File: src/pkg/clock_select_regs.vh
// Register map, fields and reset values of the system clock source and divider block
`ifndef CLOCK_SELECT_REGS_VH
`define CLOCK_SELECT_REGS_VH

`define CSEL_ADDR_W          8
`define CSEL_DATA_W          8

`define CSEL_CTRL_OFFSET     8'h00
`define CSEL_STATUS_OFFSET   8'h04

`define CSEL_SRC_LSB         0
`define CSEL_SRC_MSB         1
`define CSEL_DIV_LSB         4
`define CSEL_DIV_MSB         6

`define CSEL_STAT_PEND_BIT   2
`define CSEL_STAT_CLK_BIT    3

`define CSEL_SRC_HFOSC       2'h0
`define CSEL_SRC_EXT         2'h1
`define CSEL_SRC_LFOSC       2'h2
`define CSEL_SRC_RSVD        2'h3

`define CSEL_SRC_RESET       2'h0
`define CSEL_DIV_RESET       3'h3

`endif

File: src/logic/clock_edge_sync.v
// Two-flop synchroniser with edge detection for one asynchronous clock source
`timescale 1ns/1ps
module clock_edge_sync (
    input  wire clk_sys,
    input  wire rst_n,
    input  wire asyncIn,
    output reg  level,
    output reg  rise,
    output reg  fall
);
    reg stage1;
    reg stage2;

    always @(posedge clk_sys) begin
        if (!rst_n) begin
            stage1 <= 1'b0;
            stage2 <= 1'b0;
            level  <= 1'b0;
            rise   <= 1'b0;
            fall   <= 1'b0;
        end else begin
            stage1 <= asyncIn;
            stage2 <= stage1;
            level  <= stage2;
            rise   <= stage2 & ~level;
            fall   <= ~stage2 & level;
        end
    end
endmodule

File: src/logic/system_clock_source_select_divider.v
// System clock source selection and power-of-two divider with register port
//
// The plain strobed port and the address map were decided locally.
`timescale 1ns/1ps
`include "clock_select_regs.vh"
module system_clock_source_select_divider (
    input  wire                     clk_sys,
    input  wire                     rst_n,
    input  wire                     hfOscIn,
    input  wire                     external_clock_input,
    input  wire                     lfOscIn,
    input  wire [`CSEL_ADDR_W-1:0]  addr,
    input  wire [`CSEL_DATA_W-1:0]  wrData,
    input  wire                     wrStrobe,
    input  wire                     rdStrobe,
    output reg  [`CSEL_DATA_W-1:0]  rdData,
    output reg                      system_clock,
    output reg                      extClockSync,
    output reg  [1:0]               activeSource,
    output reg  [2:0]               activeDivide
);
    // Written fields of the control register, then the source edge counter
    reg  [1:0] source_choice_code;
    reg  [2:0] source_divide_code;
    reg  [6:0] edgeCount;

    wire       hfRise;
    wire       hfFall;
    wire       extLevel;
    wire       extRise;
    wire       extFall;
    wire       lfRise;
    wire       lfFall;

    reg        srcRise;
    reg        srcFall;
    reg        periodEnd;
    reg        changePending;
    reg  [1:0] next_activeSource;
    reg  [2:0] next_activeDivide;
    reg  [6:0] next_edgeCount;
    reg        next_systemClock;
    reg  [`CSEL_DATA_W-1:0] next_rdData;

    // Source edges needed per half period; divide by 1 follows the source level
    function [6:0] halfEdges;
        input [2:0] code;
        begin
            case (code)
                3'h1:    halfEdges = 7'h01;
                3'h2:    halfEdges = 7'h02;
                3'h3:    halfEdges = 7'h04;
                3'h4:    halfEdges = 7'h08;
                3'h5:    halfEdges = 7'h10;
                3'h6:    halfEdges = 7'h20;
                3'h7:    halfEdges = 7'h40;
                default: halfEdges = 7'h01;
            endcase
        end
    endfunction

    clock_edge_sync hfSync (
        .clk_sys (clk_sys),
        .rst_n   (rst_n),
        .asyncIn (hfOscIn),
        .level   (),
        .rise    (hfRise),
        .fall    (hfFall)
    );

    clock_edge_sync extSync (
        .clk_sys (clk_sys),
        .rst_n   (rst_n),
        .asyncIn (external_clock_input),
        .level   (extLevel),
        .rise    (extRise),
        .fall    (extFall)
    );

    clock_edge_sync lfSync (
        .clk_sys (clk_sys),
        .rst_n   (rst_n),
        .asyncIn (lfOscIn),
        .level   (),
        .rise    (lfRise),
        .fall    (lfFall)
    );

    // Edges of the source that is currently driving the output; levels are not
    // needed, since following a level directly could cut a phase after a switch
    always @* begin
        case (activeSource)
            `CSEL_SRC_HFOSC: begin
                srcRise  = hfRise;
                srcFall  = hfFall;
            end
            `CSEL_SRC_EXT: begin
                srcRise  = extRise;
                srcFall  = extFall;
            end
            `CSEL_SRC_LFOSC: begin
                srcRise  = lfRise;
                srcFall  = lfFall;
            end
            default: begin
                srcRise  = 1'b0;
                srcFall  = 1'b0;
            end
        endcase
    end

    // Reserved source code keeps the running source rather than stopping the clock
    always @* begin
        changePending = (source_divide_code != activeDivide) ||
                        ((source_choice_code != activeSource) &&
                         (source_choice_code != `CSEL_SRC_RSVD));
        periodEnd = srcRise && !system_clock &&
                    ((activeDivide == 3'h0) ||
                     (edgeCount == halfEdges(activeDivide) - 7'h01));
    end

    always @* begin
        next_activeSource = activeSource;
        next_activeDivide = activeDivide;
        next_edgeCount    = edgeCount;
        next_systemClock  = system_clock;
        if (periodEnd && changePending) begin
            // Switch only at the end of a full low phase: the old high phase is
            // complete and the new one starts on a fresh edge, so only the low
            // phase is stretched.
            if (source_choice_code != `CSEL_SRC_RSVD) begin
                next_activeSource = source_choice_code;
            end
            next_activeDivide = source_divide_code;
            next_edgeCount    = 7'h00;
            next_systemClock  = 1'b0;
        end else if (activeDivide == 3'h0) begin
            if (srcRise) begin
                next_systemClock = 1'b1;
            end else if (srcFall) begin
                next_systemClock = 1'b0;
            end
        end else if (srcRise) begin
            if (edgeCount == halfEdges(activeDivide) - 7'h01) begin
                next_edgeCount   = 7'h00;
                next_systemClock = ~system_clock;
            end else begin
                next_edgeCount = edgeCount + 7'h01;
            end
        end
    end

    always @(posedge clk_sys) begin
        if (!rst_n) begin
            activeSource <= `CSEL_SRC_RESET;
            activeDivide <= `CSEL_DIV_RESET;
            edgeCount    <= 7'h00;
            system_clock <= 1'b0;
        end else begin
            activeSource <= next_activeSource;
            activeDivide <= next_activeDivide;
            edgeCount    <= next_edgeCount;
            system_clock <= next_systemClock;
        end
    end

    // Synchronised external clock for peripherals; same flops in every mode
    always @(posedge clk_sys) begin
        if (!rst_n) begin
            extClockSync <= 1'b0;
        end else begin
            extClockSync <= extLevel;
        end
    end

    // Register port
    always @(posedge clk_sys) begin
        if (!rst_n) begin
            source_choice_code <= `CSEL_SRC_RESET;
            source_divide_code <= `CSEL_DIV_RESET;
        end else if (wrStrobe && addr == `CSEL_CTRL_OFFSET) begin
            // Reserved bits are dropped here
            source_choice_code <= wrData[`CSEL_SRC_MSB:`CSEL_SRC_LSB];
            source_divide_code <= wrData[`CSEL_DIV_MSB:`CSEL_DIV_LSB];
        end
    end

    always @* begin
        next_rdData = 8'h00;
        if (rdStrobe) begin
            case (addr)
                `CSEL_CTRL_OFFSET: begin
                    next_rdData[`CSEL_SRC_MSB:`CSEL_SRC_LSB] = source_choice_code;
                    next_rdData[`CSEL_DIV_MSB:`CSEL_DIV_LSB] = source_divide_code;
                end
                `CSEL_STATUS_OFFSET: begin
                    next_rdData[`CSEL_SRC_MSB:`CSEL_SRC_LSB] = activeSource;
                    next_rdData[`CSEL_DIV_MSB:`CSEL_DIV_LSB] = activeDivide;
                    next_rdData[`CSEL_STAT_PEND_BIT]         = changePending;
                    next_rdData[`CSEL_STAT_CLK_BIT]          = system_clock;
                end
                default: begin
                    next_rdData = 8'h00;
                end
            endcase
        end
    end

    // Data stand only in the cycle after the read strobe
    always @(posedge clk_sys) begin
        if (!rst_n) begin
            rdData <= 8'h00;
        end else begin
            rdData <= next_rdData;
        end
    end
endmodule

File: config.mk
export PLATFORM = sky130hd
export DESIGN_NAME = system_clock_source_select_divider
export DESIGN_NICKNAME = d
export VERILOG_FILES = /design/src/logic/clock_edge_sync.v /design/src/logic/system_clock_source_select_divider.v
export VERILOG_INCLUDE_DIRS = /design/src /design/src/pkg
export SDC_FILE = /design/constraint.sdc
export NUM_CORES = 1
export LEC_CHECK = 0
export BUFFER_PORTS_ARGS = -buffer_cell sky130_fd_sc_hd__buf_2
export CAP_MARGIN = 20
export CORE_UTILIZATION = 43
export DETAILED_ROUTE_END_ITERATION = 8
export PLACE_DENSITY = 0.66
export SLEW_MARGIN = 20
export SYNTH_ARGS = -nofsm -noshare
export SYNTH_HDL_FRONTEND = slang
export SYNTH_SLANG_ARGS = --single-unit
File: constraint.sdc
create_clock -name clk_sys -period 2.4 [get_ports clk_sys]
set_clock_uncertainty 0.15 [all_clocks]
set_input_delay 0.36 -clock clk_sys [delete_from_list [all_inputs] [get_ports clk_sys]]
set_output_delay 0.36 -clock clk_sys [all_outputs]
set_load 0.1 [all_outputs]
==> results of run 1 <==
kinds of logic after synthesis:
kind of cell               Yosys count  synth area share
AOI/OAI and AO/OA                   47             0.205
xor gates and xnor gates             6            0.0280
adders and majority gates            1           0.00667
buffers and inverters               20            0.0561
DFF                                 41             0.438
muxes                               12            0.0641
other                                1           0.00200
and+or+nand+nor                     67             0.200
critical path, cell delays in order, from the launching register on:
cell	delay, ns
sky130_fd_sc_hd__dfxtp_1	0.47
sky130_fd_sc_hd__inv_1	0.09
sky130_fd_sc_hd__a2111o_1	0.42
sky130_fd_sc_hd__a221o_1	0.44
sky130_fd_sc_hd__nor3_1	0.35
sky130_fd_sc_hd__nor4_1	0.10
power breakdown:
group / switching, mW / total, mW / leakage (nW) / internal (mW)
sequential: 0.00399 / 0.693 / 0.333 / 0.689
clock: 0.242 / 0.475 / 0.0512 / 0.233
combinational: 0.0322 / 0.0545 / 0.493 / 0.0223
placed cells by master (no fill, tap or decap), types with 4 or more instances in the layout:
| master | netlist | final |
|---|---|---|
| sky130_fd_sc_hd__a21oi_1 | 9 | 9 |
| sky130_fd_sc_hd__and2_1 | 12 | 12 |
| sky130_fd_sc_hd__buf_2 | 3 | 33 |
| sky130_fd_sc_hd__clkbuf_8 | 0 | 6 |
| sky130_fd_sc_hd__dfxtp_1 | 41 | 36 |
| sky130_fd_sc_hd__dfxtp_2 | 0 | 5 |
| sky130_fd_sc_hd__inv_1 | 9 | 9 |
| sky130_fd_sc_hd__mux2i_1 | 12 | 12 |
| sky130_fd_sc_hd__nand2_1 | 10 | 10 |
| sky130_fd_sc_hd__nand4_1 | 5 | 5 |
| sky130_fd_sc_hd__nor2_1 | 11 | 11 |
| sky130_fd_sc_hd__nor2b_1 | 4 | 4 |
| sky130_fd_sc_hd__nor3_1 | 7 | 7 |
| sky130_fd_sc_hd__nor4_1 | 6 | 6 |
| sky130_fd_sc_hd__xor2_1 | 4 | 4 |
metrics by stage:
stage	util	instance area [sq um]	worst slack (ns)	hold slack (ns)
5_1_grt	0.528	2160	0.0850	0.109
4_1_cts	0.528	2160	0.272	0.115
6_report	0.528	2160	0.245	0.122
3_3_place_gp	0.504	2060	0.272	0.240
3_5_place_dp	0.504	2060	0.288	0.241
2_1_floorplan	-	1880	0.0130	0.233
how the worst max path moves through the flow:
stage,depth (start not counted),slack [ns],end
after floorplan,7,0.01,activeSource[0]$_SDFFE_PN0P_
after global placement,5,0.27,edgeCount[4]$_SDFFE_PP0P_
after detailed placement,5,0.29,edgeCount[2]$_SDFFE_PP0P_
after CTS,5,0.27,edgeCount[4]$_SDFFE_PP0P_
after global routing,5,0.08,edgeCount[2]$_SDFFE_PP0P_
final,5,0.24,edgeCount[2]$_SDFFE_PP0P_
synth_stat cells, types with 2 or more instances:
master and instances:
sky130_fd_sc_hd__nand2_1 10, sky130_fd_sc_hd__and2_1 12, sky130_fd_sc_hd__xor2_1 4, sky130_fd_sc_hd__dfxtp_1 41, sky130_fd_sc_hd__o211ai_1 3, sky130_fd_sc_hd__nor2_1 11, sky130_fd_sc_hd__o31ai_1 3, sky130_fd_sc_hd__and2b_2 2
sky130_fd_sc_hd__inv_1 9, sky130_fd_sc_hd__a21oi_1 9, sky130_fd_sc_hd__nor3b_1 2, sky130_fd_sc_hd__nor2b_1 4, sky130_fd_sc_hd__buf_2 3, sky130_fd_sc_hd__mux2i_1 12, sky130_fd_sc_hd__buf_6 3, sky130_fd_sc_hd__o2111ai_1 2
sky130_fd_sc_hd__a2111o_1 2, sky130_fd_sc_hd__o2bb2ai_1 2, sky130_fd_sc_hd__clkbuf_1 4, sky130_fd_sc_hd__nand4_1 5, sky130_fd_sc_hd__nor3_1 7, sky130_fd_sc_hd__a21o_1 2, sky130_fd_sc_hd__nor4_1 6, sky130_fd_sc_hd__o21ai_0 2
sky130_fd_sc_hd__a211oi_1 3, sky130_fd_sc_hd__xnor2_1 2
sequential cells by signal (all words and copies together), names as in the netlist, 2 cells and up:
signal and count:
rdData 7, activeDivide 3, source_choice_code 2, activeSource 2
edgeCount 7, source_divide_code 3
layout make-up:
class / count / area [sq um] / area share
Multi-Input combinational cell: 134 / 948 / 0.440
Clock inverter: 2 / 13.8 / 0.00638
Sequential cell: 41 / 827 / 0.384
Inverter: 9 / 33.8 / 0.0157
Tap cell: 50 / 62.6 / 0.0290
Clock buffer: 6 / 82.6 / 0.0383
Timing Repair Buffer: 36 / 188 / 0.0871
routing by layer:
metal,vias to the layer above,track usage
li1,779,-
met1,713,0.237
met2,29,0.261
met3,5,0.0567
met4,0,0.0859
met5,-,0
==> results.md, run 1 <==
* Top layer used by detailed routing: met4
* Portion of the post-synthesis area used by sequential elements at 0.438
* Leading post-synthesis cells by cell area: sky130_fd_sc_hd__dfxtp_1, sky130_fd_sc_hd__mux2i_1, sky130_fd_sc_hd__and2_1, sky130_fd_sc_hd__a21oi_1, sky130_fd_sc_hd__nor2_1
* Classification of the worst setup path: register to register
* Number of buffers inserted for hold repair after clock tree synthesis at 0
* Tcrit/Tclk final at 0.898
* GPL Wtd Cong at 0.850
* Top cell type by total area after synthesis: sky130_fd_sc_hd__dfxtp_1
* Final number of hold-violating endpoints at 0
* Skew-Pair Late Insertion Delay at 0.30 ns
* Violation count after the first detailed-routing iteration at 118
* Inst Count DP at 270
* DRC at 0
* Clock sinks at 41
* R2R depth at 5
* Post-Route M1 WL at 1850 um
* Met3 Routed Length at 143 um
* I/O pin count at 38
* Startpoint of the lowest-slack hold path: lfOscIn
* Layout-stage area growth over the synthesis result at 15.0%
* Via total after detailed routing at 1526
* Die Outline Area at 0.00463 sq mm
* Initial Utilization at 0.459
* Number of distinct standard cells referenced by the synthesized netlist at 56
* Die boundary height at 68.0 um
* Critical path fanouts, max at 8
* Class of the tightest hold or removal check: primary input to register
* Achievable Freq at 0.464 GHz
* MaxCap Viol Count at 0
* Time the worst path needs with I/O delays and setup at 2.16 ns
* Bufs on Longest Clock Path at 2
* Total design power at 1.22 mW
* Commonest register cell after synthesis: sky130_fd_sc_hd__dfxtp_1
* Clock Tree Root: sky130_fd_sc_hd__clkbuf_8
* Aggregate routed wire length at 3720 um
* Startpoint types: register
* Data required, critical path at 2.41 ns
* Top cell type's share of synthesized area at 0.438
* Unrepaired setup endpoints after global routing: no
* Setup fix buffers added after clock tree synthesis at 0
* Met2 WL at 1660 um
* Number of I/O port buffers at 33
* Average cell area after synthesis at 9.61 sq um
* Syn_nets at 219
* Capture instance of the worst register-to-register path: edgeCount[2]$_SDFFE_PP0P_
* Chip width at 68.0 um
* Post-detailed-placement half-perimeter wirelength at 2700 um
* Number of optimization iterations in the first detailed-route pass at 4
* Startpoint of the lowest-slack register-to-register path: edgeCount[0]$_SDFFE_PP0P_
* Synthesis Warnings at 0
* Core region area at 0.00409 sq mm
* Result of the run: complete, no violations
* Post_cts resized at 0
* Number of antenna violations at the first check in global routing at 0
* EDFF count, synth at 0
* Startpoint of the most critical setup path: edgeCount[0]$_SDFFE_PP0P_
* Instance count along the most critical hold path at 2
* Peak ir drop on the vdd network at 0.334 mV
* Cell area after synthesis at 0.00187 sq mm
* Vias per cell at 5.49
* TNS Setup at 0 ns
* Power density normalized to cell area at 567 mW/mm^2
* Critical path data arrival time at 2.16 ns
* P_leak at 0.877 nW
* Layout cells sized above 1 at 0.259
* Max H-tree Level at 2
* Largest net degree at the start of global routing at 20
* Final net count at 251
* Terminating pin of the worst hold path: lfSync.stage1$_SDFF_PN0_
* Clock Pin Slew Worst Setup and Hold Paths at 0.08 ns
* Post-synth ARST share at 0
* Vias in the first global route at 1308
* Mapped Cells at 195
* Wire length of the first global-routing pass at 6020 um
* Final Non-Filler Cells at 278
* Number of buffers created by CTS at 5
* Sort of element at the end of the critical path: register
* Aggregate global-route resource usage at 0.179
* Placement row count at 23
* Post-detailed-route wirelength per cell at 13.4 um
* Filler cell count in the final layout at 381
* TritonCTS clock tree: built
* Total gr overflow at 0
* Final antenna-violating net count at 0
* Slack of the worst reg-to-reg path at 0.24 ns
* Synthesis-stage register bit count at 41
* Diodes inserted at 0
* Final max-slew violation count at 0
* Count of endpoints failing setup in the final report at 0
Power figures use the tool's default switching activity.
==> inputs of run 2 (changes only) <==
--- a/config.mk
+++ b/config.mk
@@ -15,3 +15,4 @@
 export SYNTH_ARGS = -nofsm -noshare
 export SYNTH_HDL_FRONTEND = slang
 export SYNTH_SLANG_ARGS = --single-unit
+export TNS_END_PERCENT = 5
==> constraint.sdc (replaced) <==
create_clock -name clk_sys -period 2.6 [get_ports clk_sys]
set_clock_uncertainty 0.15 [all_clocks]
set_input_delay 0.39 -clock clk_sys [delete_from_list [all_inputs] [get_ports clk_sys]]
set_output_delay 0.39 -clock clk_sys [all_outputs]
set_load 0.1 [all_outputs]
==> results.md, run 2 (same netlist as run 1, synthesis figures left out) <==
* Result of the run: complete, no violations
* Capture instance of the worst register-to-register path: edgeCount[4]$_SDFFE_PP0P_
* Chip width at 68.0 um
* Tightest Pin Transition at 0.524 ns
* Slack of the worst reg-to-reg path at 0.31 ns
* Layout cells sized above 1 at 0.237
* Tcrit/Tclk final at 0.880
* Leading cell type in the layout, fill and taps excluded: sky130_fd_sc_hd__dfxtp_1
* Sort of element at the end of the critical path: register
* Placement row count at 23
* MaxCap Viol Count at 0
* Critical path data arrival time at 2.32 ns
* Bufs on Longest Clock Path at 2
* Most used cells in the layout excluding fill and tap cells: sky130_fd_sc_hd__dfxtp_1, sky130_fd_sc_hd__buf_2, sky130_fd_sc_hd__mux2i_1, sky130_fd_sc_hd__and2_1, sky130_fd_sc_hd__nor2_1
* I/O pin count at 38
* Clock Tree Root: sky130_fd_sc_hd__clkbuf_8
* Setup fix buffers added after clock tree synthesis at 0
* Startpoint of the lowest-slack hold path: lfOscIn
* Terminating pin of the worst hold path: lfSync.stage1$_SDFF_PN0_
* P_leak at 0.866 nW
* Layout Utilization at 0.523
* Tightest hold margin at 0.155 ns
* Die Outline Area at 0.00463 sq mm
* Time the worst path needs with I/O delays and setup at 2.29 ns
* Number of I/O port buffers at 33
* Peak ir drop on the vdd network at 0.399 mV
* Classification of the worst setup path: register to register
* Startpoint types: register
* Critical path fanouts, max at 15
* Wire length of the first global-routing pass at 5770 um
* DRC at 0
* Die boundary height at 68.0 um
* Achievable Freq at 0.437 GHz
* Startpoint of the lowest-slack register-to-register path: activeDivide[1]$_SDFFE_PN1P_
* Largest net degree at the start of global routing at 20
* Aggregate global-route resource usage at 0.169
* Diodes inserted at 0
* Post_cts resized at 0
* Final number of hold-violating endpoints at 0
* Skew-Pair Late Insertion Delay at 0.29 ns
* Clock sinks at 41
* Core region area at 0.00409 sq mm
* Layout-stage area growth over the synthesis result at 14.1%
* Instance count along the most critical hold path at 2
* Violation count after the first detailed-routing iteration at 66
* Post-detailed-route wirelength per cell at 13.1 um
* GPL Wtd Cong at 0.841
* Number of buffers inserted for hold repair after clock tree synthesis at 0
* Max H-tree Level at 2
* Data required, critical path at 2.63 ns
* Place WS at 0.334 ns
* Vias in the first global route at 1239
* Count of endpoints failing setup in the final report at 0
* Final antenna-violating net count at 0
* Setup slack of the critical path after layout at 0.311 ns
* TritonCTS clock tree: built
* Unrepaired setup endpoints after global routing: no
* Power density normalized to cell area at 551 mW/mm^2
* Number of buffers created by CTS at 5
* Post-detailed-placement half-perimeter wirelength at 2590 um
* Clock Pin Slew Worst Setup and Hold Paths at 0.08 ns
* Filler cell count in the final layout at 379
* Initial Utilization at 0.459
* Aggregate routed wire length at 3580 um
* Final max-slew violation count at 0
* R2R depth at 5
* Vias per cell at 5.59
* Total gr overflow at 0
* Max_slew headroom at 0.649
* Number of antenna violations at the first check in global routing at 0
* Number of optimization iterations in the first detailed-route pass at 4
* Via total after detailed routing at 1532
* Class of the tightest hold or removal check: primary input to register
* Largest registers: edgeCount (7), rdData (7)
* Final net count at 248
-- run 2: worst max-delay path by stage --
| stage | from | to | slack, ns | cells past startpoint |
|---|---|---|---|---|
| 2_1_floorplan | activeDivide[1]$_SDFFE_PN1P_ | edgeCount[2]$_SDFFE_PP0P_ | -0.03 | 6 |
| 3_3_place_gp | activeDivide[1]$_SDFFE_PN1P_ | edgeCount[4]$_SDFFE_PP0P_ | 0.31 | 5 |
| 3_5_place_dp | activeDivide[1]$_SDFFE_PN1P_ | edgeCount[4]$_SDFFE_PP0P_ | 0.33 | 5 |
| 4_1_cts | activeDivide[1]$_SDFFE_PN1P_ | edgeCount[4]$_SDFFE_PP0P_ | 0.31 | 5 |
| 5_1_grt | activeSource[1]$_SDFFE_PN0P_ | edgeCount[2]$_SDFFE_PP0P_ | 0.16 | 5 |
| 6_report | activeDivide[1]$_SDFFE_PN1P_ | edgeCount[4]$_SDFFE_PP0P_ | 0.31 | 5 |
-- run 2: stage by stage --
stage               total power [mW]  instances  area, sq um  setup TNS [ns]
floorplan                      0.686        195         1880         -0.0986
global placement               0.704        267         2030               0
detailed placement             0.704        267         2030               0
CTS                             1.19        274         2140               0
global route                    1.22        274         2140               0
finish                          1.18        274         2140               0
-- run 2: routing by layer --
metal / GRT usage / share of wire / vias to the layer above
li1: - / - / 776
met1: 0.221 / 0.47 / 715
met2: 0.259 / 0.46 / 35
met3: 0.0467 / 0.048 / 6
met4: 0.0703 / 0.016 / 0
met5: 0 / 0 / -
-- run 2: critical path: stages, from the launching register on --
cell,delay (ns)
sky130_fd_sc_hd__dfxtp_1,0.64
sky130_fd_sc_hd__xor2_1,0.19
sky130_fd_sc_hd__nor3_1,0.08
sky130_fd_sc_hd__a311o_1,0.44
sky130_fd_sc_hd__o21ai_1,0.46
sky130_fd_sc_hd__o21ba_2,0.23
-- run 2: power by group --
part           leakage, nW  internal, mW  switching, mW
registers            0.333         0.636        0.00348
logic                0.479        0.0201         0.0295
clock network       0.0540         0.279          0.211
total                0.866         0.935          0.244
-- run 2: final cells by class --
class / instances / area [sq um] / share of cell area
well taps: 50 / 62.6 / 0.0293
clock inverters: 2 / 35.0 / 0.0164
inverters: 9 / 33.8 / 0.0158
repair buffers: 33 / 165 / 0.0772
multi-input cells: 134 / 948 / 0.444
flip-flops and latches: 41 / 825 / 0.386
clock buffers: 5 / 68.8 / 0.0322
